[src/rtl/siw_pkg.sv]
// Constants shared by the supervisor interrupt and wake-up logic
`default_nettype none
package siw_pkg;
    // Clock and serial framing
    localparam int          CLK_HZ            = 25_000_000;
    localparam int          SPI_BITS          = 16;
    localparam logic [4:0]  SPI_BITS_W        = 5'h10;
    localparam logic [4:0]  SPI_ADDR_DONE     = 5'h05;
    localparam logic [4:0]  SPI_PARITY_IDX    = 5'h06;
    localparam logic [4:0]  SPI_FIRST_DATA    = 5'h08;
    localparam int          RX_ADDR_HI        = 15;
    localparam int          RX_ADDR_LO        = 11;
    localparam int          RX_RW             = 10;
    localparam int          RX_PARITY         = 9;
    // Register map
    localparam logic [4:0]  ADDR_ENABLES      = 5'h04;
    localparam logic [4:0]  ADDR_FLAGS        = 5'h05;
    localparam logic [7:0]  REG_RESET         = 8'h00;
    localparam logic [7:0]  REG_USED_MASK     = 8'h3e;
    localparam logic [7:0]  FLAG_CLEARABLE    = 8'h3c;
    localparam logic [7:0]  READ_UNMAPPED     = 8'h00;
    // Shared bit positions in flags and enables
    localparam int          BIT_LINE_EDGE     = 5;
    localparam int          BIT_OVERTEMP      = 4;
    localparam int          BIT_SUPPLY_LOW    = 3;
    localparam int          BIT_SUPPLY_HIGH   = 2;
    localparam int          BIT_OVERCURRENT   = 1;
    // Chopping input: slowest recommended rate sets the period window
    localparam int          CHOP_MIN_FREQ_HZ  = 100;
    localparam int          CHOP_MAX_FREQ_HZ  = 20_000;
    localparam int          CHOP_CNT_W        = 18;
    localparam int          OC_SOURCES        = 5;
    localparam int          RST_SOURCES       = 4;
endpackage : siw_pkg
`default_nettype wire

[src/rtl/siw_spi_slave.sv]
// Serial register port: 16-bit frame, address byte then data byte
`default_nettype none
module siw_spi_slave
    import siw_pkg::*;
(
    input  wire logic       i_clock,
    input  wire logic       i_nrst,
    input  wire logic       i_ss_n,
    input  wire logic       i_sck,
    input  wire logic       i_mosi,
    input  wire logic [7:0] i_status,
    input  wire logic [7:0] i_rd_data,
    output logic [4:0]      o_addr,
    output logic            o_wr_strobe,
    output logic [7:0]      o_wr_data,
    output logic            o_miso,
    output logic            o_miso_oe_n
);
    logic [2:0]  sync1;
    logic [2:0]  sync2;
    logic        ss_q;
    logic        sck_q;
    logic [15:0] rx;
    logic [4:0]  falls;
    logic [4:0]  rises;
    logic        rw;
    logic [7:0]  status_hold;
    logic [7:0]  data_hold;
    logic [15:0] next_rx;
    logic [4:0]  next_falls;
    logic [4:0]  next_rises;
    logic [4:0]  next_addr;
    logic        next_rw;
    logic [7:0]  next_status_hold;
    logic [7:0]  next_data_hold;
    logic        next_miso;
    logic        next_miso_oe_n;
    logic        next_wr_strobe;
    logic [7:0]  next_wr_data;
    logic        ss_s;
    logic        sck_s;
    logic        mosi_s;

    assign ss_s   = sync2[2];
    assign sck_s  = sync2[1];
    assign mosi_s = sync2[0];

    always_comb begin
        next_rx          = rx;
        next_falls       = falls;
        next_rises       = rises;
        next_addr        = o_addr;
        next_rw          = rw;
        next_status_hold = status_hold;
        next_data_hold   = data_hold;
        next_miso        = o_miso;
        next_miso_oe_n   = ss_s;
        next_wr_strobe   = 1'b0;
        next_wr_data     = o_wr_data;
        if (ss_q && !ss_s) begin
            next_falls       = '0;
            next_rises       = '0;
            next_status_hold = i_status;
        end else if (!ss_s) begin
            // Data out moves on the rising serial clock
            if (!sck_q && sck_s) begin
                if (rises < SPI_FIRST_DATA)
                    next_miso = status_hold[3'(7 - rises)];
                else if (rises < SPI_BITS_W)
                    next_miso = data_hold[3'(15 - rises)];
                if (rises <= SPI_BITS_W)
                    next_rises = rises + 5'h01;
            end
            // Data in is sampled on the falling serial clock
            if (sck_q && !sck_s) begin
                next_rx = {rx[14:0], mosi_s};
                if (falls <= SPI_BITS_W)
                    next_falls = falls + 5'h01;
                if (falls == SPI_ADDR_DONE) begin
                    next_addr = next_rx[5:1];
                    next_rw   = next_rx[0];
                end
                // Read data is caught as the parity bit goes by
                if (falls == SPI_PARITY_IDX)
                    next_data_hold = i_rd_data;
            end
        end else if (!ss_q && ss_s) begin
            // Write lands on the closing edge, only for exact, odd-free frames
            if (falls == SPI_BITS_W && !rw &&
                (rx[RX_PARITY] == ^rx[RX_ADDR_HI:RX_RW])) begin
                next_addr      = rx[RX_ADDR_HI:RX_ADDR_LO];
                next_wr_strobe = 1'b1;
                next_wr_data   = rx[7:0];
            end
        end
    end

    always_ff @(posedge i_clock or negedge i_nrst) begin
        if (!i_nrst) begin
            // Idle pin levels, select high and clock low, so no false edge
            sync1       <= 3'h4;
            sync2       <= 3'h4;
            ss_q        <= 1'b1;
            sck_q       <= 1'b0;
            rx          <= '0;
            falls       <= '0;
            rises       <= '0;
            o_addr      <= '0;
            rw          <= 1'b1;
            status_hold <= '0;
            data_hold   <= '0;
            o_miso      <= 1'b0;
            o_miso_oe_n <= 1'b1;
            o_wr_strobe <= 1'b0;
            o_wr_data   <= '0;
        end else begin
            sync1       <= {i_ss_n, i_sck, i_mosi};
            sync2       <= sync1;
            ss_q        <= ss_s;
            sck_q       <= sck_s;
            rx          <= next_rx;
            falls       <= next_falls;
            rises       <= next_rises;
            o_addr      <= next_addr;
            rw          <= next_rw;
            status_hold <= next_status_hold;
            data_hold   <= next_data_hold;
            o_miso      <= next_miso;
            o_miso_oe_n <= next_miso_oe_n;
            o_wr_strobe <= next_wr_strobe;
            o_wr_data   <= next_wr_data;
        end
    end

    // no write from a short frame
    AST_WR_NEEDS_FRAME: assert property (@(posedge i_clock) disable iff (!i_nrst)
        $rose(o_wr_strobe) |-> $past(falls) == SPI_BITS_W && $past(ss_s))
        else $error("write strobe without a full frame");
endmodule : siw_spi_slave
`default_nettype wire

[src/rtl/siw_supervisor.sv]
// Flag, enable, interrupt and wake-up logic of the supervisor die
`default_nettype none
// Notes on behaviour
// - After reset all interrupt sources are disabled.
// - Host sets or clears each source enable by serial register write.
// - Supply below low threshold sets its flag; enabled flag interrupts.
// - Low supply turns off half-bridge high sides only.
// - Low supply detection is off during stop mode.
// - Supply above high threshold sets its flag; enabled flag interrupts.
// - High supply turns off half-bridge high sides only.
// - High supply detection is off during stop mode.
// - Over-temperature sets its flag; enabled flag interrupts.
// - Over-temperature detection is off during stop mode.
// - Falling bus line edge interrupts when its enable is set.
// - In stop mode a falling bus line edge starts system wake-up when its enable is set.
// - Overcurrent on any bridge or switched supply interrupts when enabled.
// - Wake events: line edge, watchdog wake, supply low reset.
// - Qualified wake event wakes host and main regulator.
// - Flags in bits 5..1; bits 7, 6, 0 read zero; reset zero.
// - Interrupt is active-low open-drain output.
// - System reset line pulled low while any internal source asserts.
// - Chopping input gives only the period; duty made inside.
// - Flags except overcurrent clear by writing one; zero does nothing.
// - Over-temperature clear ignored while the condition persists.
// - Enable register holds per-source enables in bits 5..1, reset zero.
module siw_supervisor
    import siw_pkg::*;
#(
    parameter int CHOP_MAX_CYCLES = CLK_HZ / CHOP_MIN_FREQ_HZ
)(
    input  wire logic                   i_clock,
    input  wire logic                   i_nrst,
    input  wire logic                   i_ss_n,
    input  wire logic                   i_sck,
    input  wire logic                   i_mosi,
    output logic                        o_miso,
    output logic                        o_miso_oe_n,
    input  wire logic                   i_supply_low,
    input  wire logic                   i_supply_high,
    input  wire logic                   i_overtemp,
    input  wire logic                   i_line_rx,
    input  wire logic [OC_SOURCES-1:0]  i_overcurrent,
    input  wire logic                   i_overcurrent_clr,
    input  wire logic                   i_stop_mode,
    input  wire logic                   i_watchdog_wake,
    input  wire logic                   i_supply_low_reset,
    input  wire logic [RST_SOURCES-1:0] i_reset_sources,
    input  wire logic                   i_chop_freq_in,
    output logic                        o_irq_out,
    output logic                        o_irq_oe_n,
    output logic                        o_sys_rst_out,
    output logic                        o_sys_rst_oe_n,
    output logic                        o_high_side_off,
    output logic                        o_wake_host,
    output logic                        o_wake_regulator,
    output logic                        o_chop_pwm
);
    localparam int SYNC_W = 8 + OC_SOURCES + RST_SOURCES;
    // Line idles high; resetting its stage low would fake a falling edge
    localparam logic [SYNC_W-1:0] SYNC_IDLE = {3'h0, 1'b1, 4'h0, {OC_SOURCES{1'b0}}, {RST_SOURCES{1'b0}}};

    logic [SYNC_W-1:0]      sync1;
    logic [SYNC_W-1:0]      sync2;
    logic                   low_s;
    logic                   high_s;
    logic                   hot_s;
    logic                   line_s;
    logic                   stop_s;
    logic                   wdog_s;
    logic                   lvr_s;
    logic                   chop_s;
    logic [OC_SOURCES-1:0]  oc_s;
    logic [RST_SOURCES-1:0] rst_s;
    logic                   line_q;
    logic                   chop_q;
    logic [7:0]             event_flags;
    logic [7:0]             event_enables;
    logic [7:0]             next_flags;
    logic [7:0]             next_enables;
    logic [7:0]             set_mask;
    logic [7:0]             clr_mask;
    logic                   line_fall;
    logic                   next_irq_oe_n;
    logic                   next_rst_oe_n;
    logic                   next_high_side_off;
    logic                   wake;
    logic                   next_wake;
    logic [4:0]             reg_addr;
    logic                   wr_strobe;
    logic [7:0]             wr_data;
    logic [7:0]             rd_data;
    logic [CHOP_CNT_W-1:0]  chop_cnt;
    logic [CHOP_CNT_W-1:0]  chop_period;
    logic [CHOP_CNT_W-1:0]  next_chop_cnt;
    logic [CHOP_CNT_W-1:0]  next_chop_period;
    logic                   next_chop_pwm;

    assign {low_s, high_s, hot_s, line_s, stop_s, wdog_s, lvr_s, chop_s, oc_s, rst_s} = sync2;
    assign line_fall = line_q && !line_s;

    siw_spi_slave u_spi (
        .i_clock     (i_clock),
        .i_nrst      (i_nrst),
        .i_ss_n      (i_ss_n),
        .i_sck       (i_sck),
        .i_mosi      (i_mosi),
        .i_status    (event_flags),
        .i_rd_data   (rd_data),
        .o_addr      (reg_addr),
        .o_wr_strobe (wr_strobe),
        .o_wr_data   (wr_data),
        .o_miso      (o_miso),
        .o_miso_oe_n (o_miso_oe_n)
    );

    // Pins from analog comparators and the host cross into this clock here
    always_ff @(posedge i_clock or negedge i_nrst) begin
        if (!i_nrst) begin
            sync1  <= SYNC_IDLE;
            sync2  <= SYNC_IDLE;
            line_q <= 1'b1;
            chop_q <= 1'b0;
        end else begin
            sync1  <= {i_supply_low, i_supply_high, i_overtemp, i_line_rx, i_stop_mode,
                       i_watchdog_wake, i_supply_low_reset, i_chop_freq_in, i_overcurrent, i_reset_sources};
            sync2  <= sync1;
            line_q <= line_s;
            chop_q <= chop_s;
        end
    end

    always_comb begin
        case (reg_addr)
            ADDR_ENABLES: rd_data = event_enables;
            ADDR_FLAGS:   rd_data = event_flags;
            default:      rd_data = READ_UNMAPPED;
        endcase
    end

    always_comb begin
        set_mask = '0;
        set_mask[BIT_SUPPLY_LOW]  = low_s && !stop_s;
        set_mask[BIT_SUPPLY_HIGH] = high_s && !stop_s;
        set_mask[BIT_OVERTEMP]    = hot_s && !stop_s;
        set_mask[BIT_LINE_EDGE]   = line_fall;
        // any bridge or switched supply overcurrent
        set_mask[BIT_OVERCURRENT] = |oc_s;
        clr_mask = '0;
        if (wr_strobe && reg_addr == ADDR_FLAGS)
            clr_mask = wr_data & FLAG_CLEARABLE;
        clr_mask[BIT_OVERCURRENT] = i_overcurrent_clr;
        if (hot_s)
            clr_mask[BIT_OVERTEMP] = 1'b0;
        if (low_s)
            clr_mask[BIT_SUPPLY_LOW] = 1'b0;
        if (high_s)
            clr_mask[BIT_SUPPLY_HIGH] = 1'b0;
        // Set beats clear so no event slips through a clear
        next_flags = ((event_flags & ~clr_mask) | set_mask) & REG_USED_MASK;
        next_enables = event_enables;
        if (wr_strobe && reg_addr == ADDR_ENABLES)
            next_enables = wr_data & REG_USED_MASK;
        // drive low through the enable, else let the pull-up win
        next_irq_oe_n = !(|(next_flags & next_enables));
        // any internal reset source pulls the line
        next_rst_oe_n = !(|rst_s);
        next_high_side_off = (low_s || high_s) && !stop_s;
        next_wake = wake;
        if (!stop_s)
            next_wake = 1'b0;
        else if ((line_fall && event_enables[BIT_LINE_EDGE]) || wdog_s || lvr_s)
            next_wake = 1'b1;
    end

    always_ff @(posedge i_clock or negedge i_nrst) begin
        if (!i_nrst) begin
            event_flags     <= REG_RESET;
            event_enables   <= REG_RESET;
            o_irq_oe_n      <= 1'b1;
            o_sys_rst_oe_n  <= 1'b1;
            o_high_side_off <= 1'b0;
            wake            <= 1'b0;
        end else begin
            event_flags     <= next_flags;
            event_enables   <= next_enables;
            o_irq_oe_n      <= next_irq_oe_n;
            o_sys_rst_oe_n  <= next_rst_oe_n;
            o_high_side_off <= next_high_side_off;
            wake            <= next_wake;
        end
    end

    assign o_irq_out        = 1'b0;
    assign o_sys_rst_out    = 1'b0;
    assign o_wake_host      = wake;
    assign o_wake_regulator = wake;

    always_comb begin
        next_chop_cnt    = chop_cnt;
        next_chop_period = chop_period;
        // measure the period, duty is half of it
        if (!chop_q && chop_s) begin
            // Count starts at zero, so the period is one more than the count
            next_chop_period = chop_cnt + 1'b1;
            next_chop_cnt    = '0;
        end else if (chop_cnt < CHOP_CNT_W'(CHOP_MAX_CYCLES)) begin
            next_chop_cnt = chop_cnt + 1'b1;
        end else begin
            // Input stalled below the slowest rate: stop chopping
            next_chop_period = '0;
        end
        next_chop_pwm = next_chop_cnt < (next_chop_period >> 1);
    end

    always_ff @(posedge i_clock or negedge i_nrst) begin
        if (!i_nrst) begin
            chop_cnt    <= '0;
            chop_period <= '0;
            o_chop_pwm  <= 1'b0;
        end else begin
            chop_cnt    <= next_chop_cnt;
            chop_period <= next_chop_period;
            o_chop_pwm  <= next_chop_pwm;
        end
    end

    AST_EN_AFTER_RESET: assert property (@(posedge i_clock)
        $rose(i_nrst) |-> event_enables == REG_RESET)
        else $error("enables not cleared by reset");
    AST_EN_WRITE: assert property (@(posedge i_clock) disable iff (!i_nrst)
        wr_strobe && reg_addr == ADDR_ENABLES |=> event_enables == ($past(wr_data) & REG_USED_MASK))
        else $error("enable write not taken");
    AST_LOW_SETS: assert property (@(posedge i_clock) disable iff (!i_nrst)
        low_s && !stop_s |=> event_flags[BIT_SUPPLY_LOW])
        else $error("low supply flag not set");
    AST_STOP_NO_LOW: assert property (@(posedge i_clock) disable iff (!i_nrst)
        stop_s && !event_flags[BIT_SUPPLY_LOW] |=> !event_flags[BIT_SUPPLY_LOW])
        else $error("low supply flag set in stop");
    AST_HIGH_SIDE: assert property (@(posedge i_clock) disable iff (!i_nrst)
        (low_s || high_s) && !stop_s |=> o_high_side_off)
        else $error("high sides not switched off");
    AST_IRQ_LEVEL: assert property (@(posedge i_clock) disable iff (!i_nrst)
        ##1 (o_irq_oe_n == !(|(event_flags & event_enables))))
        else $error("interrupt out of step with enabled flags");
    AST_HOT_KEEPS: assert property (@(posedge i_clock) disable iff (!i_nrst)
        hot_s && event_flags[BIT_OVERTEMP] |=> event_flags[BIT_OVERTEMP])
        else $error("over-temperature flag lost");
    AST_LINE_EDGE: assert property (@(posedge i_clock) disable iff (!i_nrst)
        line_fall |=> event_flags[BIT_LINE_EDGE])
        else $error("line edge not flagged");
    AST_RST_LINE: assert property (@(posedge i_clock) disable iff (!i_nrst)
        (|rst_s) |=> !o_sys_rst_oe_n && !o_sys_rst_out)
        else $error("reset line not pulled");
    AST_ZERO_BITS: assert property (@(posedge i_clock) disable iff (!i_nrst)
        (event_flags & ~REG_USED_MASK) == 8'h00 && (event_enables & ~REG_USED_MASK) == 8'h00)
        else $error("reserved bits set");
    AST_WAKE: assert property (@(posedge i_clock) disable iff (!i_nrst)
        stop_s && (wdog_s || lvr_s) |=> o_wake_host && o_wake_regulator)
        else $error("wake-up not raised");
endmodule : siw_supervisor
`default_nettype wire

[config.mk]
export PLATFORM = sky130hd
export DESIGN_NAME = siw_supervisor
export DESIGN_NICKNAME = d
export VERILOG_FILES = /design/src/rtl/siw_pkg.sv /design/src/rtl/siw_spi_slave.sv /design/src/rtl/siw_supervisor.sv
export SDC_FILE = /design/constraint.sdc
export NUM_CORES = 1
export LEC_CHECK = 0
export ABC_AREA = 1
export BUFFER_PORTS_ARGS = -buffer_cell sky130_fd_sc_hd__buf_2
export CORE_MARGIN = 2
export CORE_UTILIZATION = 38
export DETAILED_ROUTE_END_ITERATION = 10
export GPL_ROUTABILITY_DRIVEN = 0
export PLACE_DENSITY = 0.64
export RECOVER_POWER = 100
export SLEW_MARGIN = 40
export SYNTH_ARGS = -nofsm -noshare
export SYNTH_HDL_FRONTEND = slang
export SYNTH_SLANG_ARGS = --single-unit
[constraint.sdc]
create_clock -name i_clock -period 3.1 [get_ports i_clock]
set_clock_uncertainty 0.15 [all_clocks]
set_input_delay 0.62 -clock i_clock [delete_from_list [all_inputs] [get_ports i_clock]]
set_output_delay 0.62 -clock i_clock [all_outputs]
set_load 0.03 [all_outputs]
==> results.tsv <==
stage	metric	value	unit
status	status	finished with violations	
status	failing checks	max-capacitance violations, max-slew violations	
route	Post-route DRC	0	
yosys	Cells after Synth	667	
sta	Tmin final	2910	ps
global_route	antenna violations before repair	0	
yosys	Post-synth top cells	dfrtp_1, nand2_1, inv_1	
global_route	GRT Residual Overflow	0	
clocking	Clk Latency, worst-skew pair	420	ps
floorplanning	io pins	33	
global_route	largest net degree at the start of global routing	69	
yosys	Yosys top cell area share	0.528	
yosys	cell with the most instances after synthesis	dfrtp_1	
route	drt wl/cell	12.6	um
floorplanning	Floorplan Core Area	16500	um2
clocking	Post-CTS Hold Fix Bufs	0	
sta	Final Cycle Share	0.940	
setup_path	data required time of the critical path	3300	ps
floorplanning	die area	17800	um2
job	Max-Cap Viols	1	
floorplanning	Initial Util	0.385	
clocking	Num CTS Buffers	17	
yosys	main combinational cell family by area after synthesis	simple AND/OR/NAND/NOR gates	
clocking	CTS Sinks	143	
sta	Fmax	343	MHz
global_route	number of global-route vias before repair	4351	
sta	hold_ws	146	ps
yosys	Post-synth ARST share	1.00	
clocking	clk slew on worst S/H paths	60	ps
global_route	Tot GR Track Use	0.147	
place	count of buffers from port buffering	30	
route	initial DRC count	230	
yosys	Synth area leader	dfrtp_1	
yosys	post-synthesis sequential area ratio	0.566	
yosys	EDFF count, synth	0	
clocking	H-tree depth	4	
route	DRT Wirelength	11900	um
yosys	post-synthesis simple-gate area fraction	0.171	
place	hpwl dp	8210	um
setup_path	reg2reg path depth	20	
yosys	top_reg_cell synth	dfrtp_1	
route	via/cell ratio	4.73	
power_and_ir_drop	Psw	1150	uW
power_and_ir_drop	sw frac	0.243	
setup_path	worst r2r dst	o_chop_pwm$_DFF_PN0_	
yosys	Synth Area in Adders	0.0453	
power_and_ir_drop	clock power share	0.478	
sta	Worst-Margin Slew	1670	ps
setup_path	slack of the worst reg-to-reg path	190	ps
power_and_ir_drop	power density cells	634	nW/um2
clocking	Clk Tree Root Cell	clkbuf_16	
min_path	HP Start	i_ss_n	
yosys	mux cell area share after synthesis	0.00177	
layout	Reg area	3590	um2
yosys	Synth area leaders	dfrtp_1, nand2_1, o21ai_0	
power_and_ir_drop	combinational share of power	0.089	
yosys	Post-Syn Area	6350	um2
setup_path	critical path arrival	3110	ps
yosys	Compound-Gate Fraction of Synth Area	0.121	
yosys	Mapped Avg Cell Area	9.51	um2
power_and_ir_drop	P_int	3570	uW
min_path	Worst Hold Path Cells	1	
sta	slew margin rel.	-0.114	
setup_path	CP startpoint kind	flop	
sta	Hold Vio Cnt, Final	0	
min_path	HP Class	in2reg	
route	DRT Pass-1 Iters	5	
min_path	Hold EP	u_spi.sync1[2]$_DFF_PN1_	
setup_path	reg2reg start	chop_cnt[0]$_DFF_PN0_	
route	Via Count	4473	
power_and_ir_drop	Leakage	0.00346	uW
layout	Filler Cell Count	1570	
yosys	number of synthesized register bits	143	
power_and_ir_drop	VDD IR max	0.398	mV
sta	final setup fails	0	
floorplanning	chip width	133	um
global_route	first-pass GRT wire length	20700	um
layout	ANT cells	0	
power_and_ir_drop	Tot Pwr	4710	uW
route	post-route ant nets	0	
setup_path	crit end category	flop	
setup_path	Worst Setup Path Type	reg2reg	
sta	max-slew violation count	69	
layout	share of layout cells above drive strength 1	0.169	
yosys	Ys Warns	0	
yosys	Yosys cell types	45	
floorplanning	Die Y-Extent	133	um
layout	multi-input logic area	2290	um2
layout	Layout area overhead	17.1	%
clocking	CTS tree	done	
clocking	Clock Path Buffers	2	
floorplanning	# rows	47	
yosys	post-synthesis xor/xnor area fraction	0.0193	
power_and_ir_drop	sequential fraction of design power	0.433	
layout	layout net count	759	
setup_path	critical path fanouts, max	4	
## timing repair
item | CTS | global route
resized for setup | 0 | 6
buffers inserted | 0 | 4
setup endpoints to repair | 0 | 1
## logic make-up after synthesis
group,Yosys count
simple gates,238
flops,143
fa+ha+maj,23
mux,1
compound gates,135
xor+xnor,14
buf+inv,112
other cells,1
## power groups by stage
stage | clock (uW) | sequential, uW | combinational [uW]
after floorplan | 0 | 2080 | 250
after global placement | 0 | 2070 | 402
after detailed placement | 0 | 2070 | 408
after CTS | 2310 | 2040 | 408
after global routing | 2390 | 2050 | 481
final | 2250 | 2040 | 417
## state kept, by name (all words and copies together), names as in the netlist, 3 cells and up
| register | flops |
|---|---|
| chop_cnt | 18 |
| chop_period | 17 |
| event_enables | 5 |
| event_flags | 5 |
| sync1 | 17 |
| sync2 | 17 |
| u_spi.data_hold | 5 |
| u_spi.falls | 5 |
| u_spi.o_addr | 5 |
| u_spi.o_wr_data | 5 |
| u_spi.rises | 5 |
| u_spi.rx | 16 |
| u_spi.status_hold | 5 |
| u_spi.sync1 | 3 |
| u_spi.sync2 | 3 |
## how the worst max path moves through the flow
stage | startpoint | endpoint | slack, ps | cells past startpoint
detailed placement | chop_cnt[0]$_DFF_PN0_ | o_chop_pwm$_DFF_PN0_ | 130 | 20
floorplan | chop_cnt[0]$_DFF_PN0_ | o_chop_pwm$_DFF_PN0_ | 530 | 19
finish | chop_cnt[0]$_DFF_PN0_ | o_chop_pwm$_DFF_PN0_ | 190 | 20
global route | chop_cnt[0]$_DFF_PN0_ | o_chop_pwm$_DFF_PN0_ | -60 | 20
CTS | chop_cnt[0]$_DFF_PN0_ | o_chop_pwm$_DFF_PN0_ | 130 | 20
global placement | chop_cnt[0]$_DFF_PN0_ | o_chop_pwm$_DFF_PN0_ | 180 | 20
## stage by stage
stage	cells	util	setup TNS [ps]	worst slack [ps]	area, um2
after floorplan	668	-	0	526	6350
after global placement	910	0.411	0	179	6780
after detailed placement	910	0.411	0	133	6780
after CTS	942	0.451	0	132	7430
after global routing	946	0.451	-55.3	-55.3	7430
final	946	0.451	0	186	7430
## worst max-delay path, cell delays in order (launching register included)
cell and delay [ps]:
dfrtp_1 370, ha_2 190, nand2_1 80, nor2_4 150, nand2_2 90, nor2_4 150
nand2_1 80, inv_2 70, nand4_1 100, xor2_1 210, nand2_1 90, nand2_2 70
inv_2 30, ha_1 300, a21oi_2 140, o21ai_1 80, a21oi_1 130, nor2_1 50
o21ai_1 140, nand2_1 70, a21oi_1 100
## layer usage
metal / part of all wire / vias to the layer above / global-route usage
met1: 0.48 / 2118 / 0.187
met3: 0.039 / 14 / 0.0460
met5: 0 / - / 0
met4: 0.013 / 0 / 0.0479
li1: - / 2275 / -
met2: 0.47 / 66 / 0.239
## area by class of cell
type	instances	share of cell area
inverter	93	0.0470
clock inverter	15	0.0312
tap	220	0.0370
clock buffer	17	0.0573
multi-input combinational	413	0.308
sequential	143	0.483
timing repair buffer	45	0.0365
## cell usage in the layout, fill, tap and decap left out, types with 14 or more instances in the layout
cell type  count
dfrtp_1      134
nand2_1      120
inv_1         77
o21ai_0       63
nor2_1        49
a21oi_1       32
nand3_1       29
buf_2         27
ha_1          22
clkbuf_16     17
inv_2         14
Power figures use the tool's default switching activity.
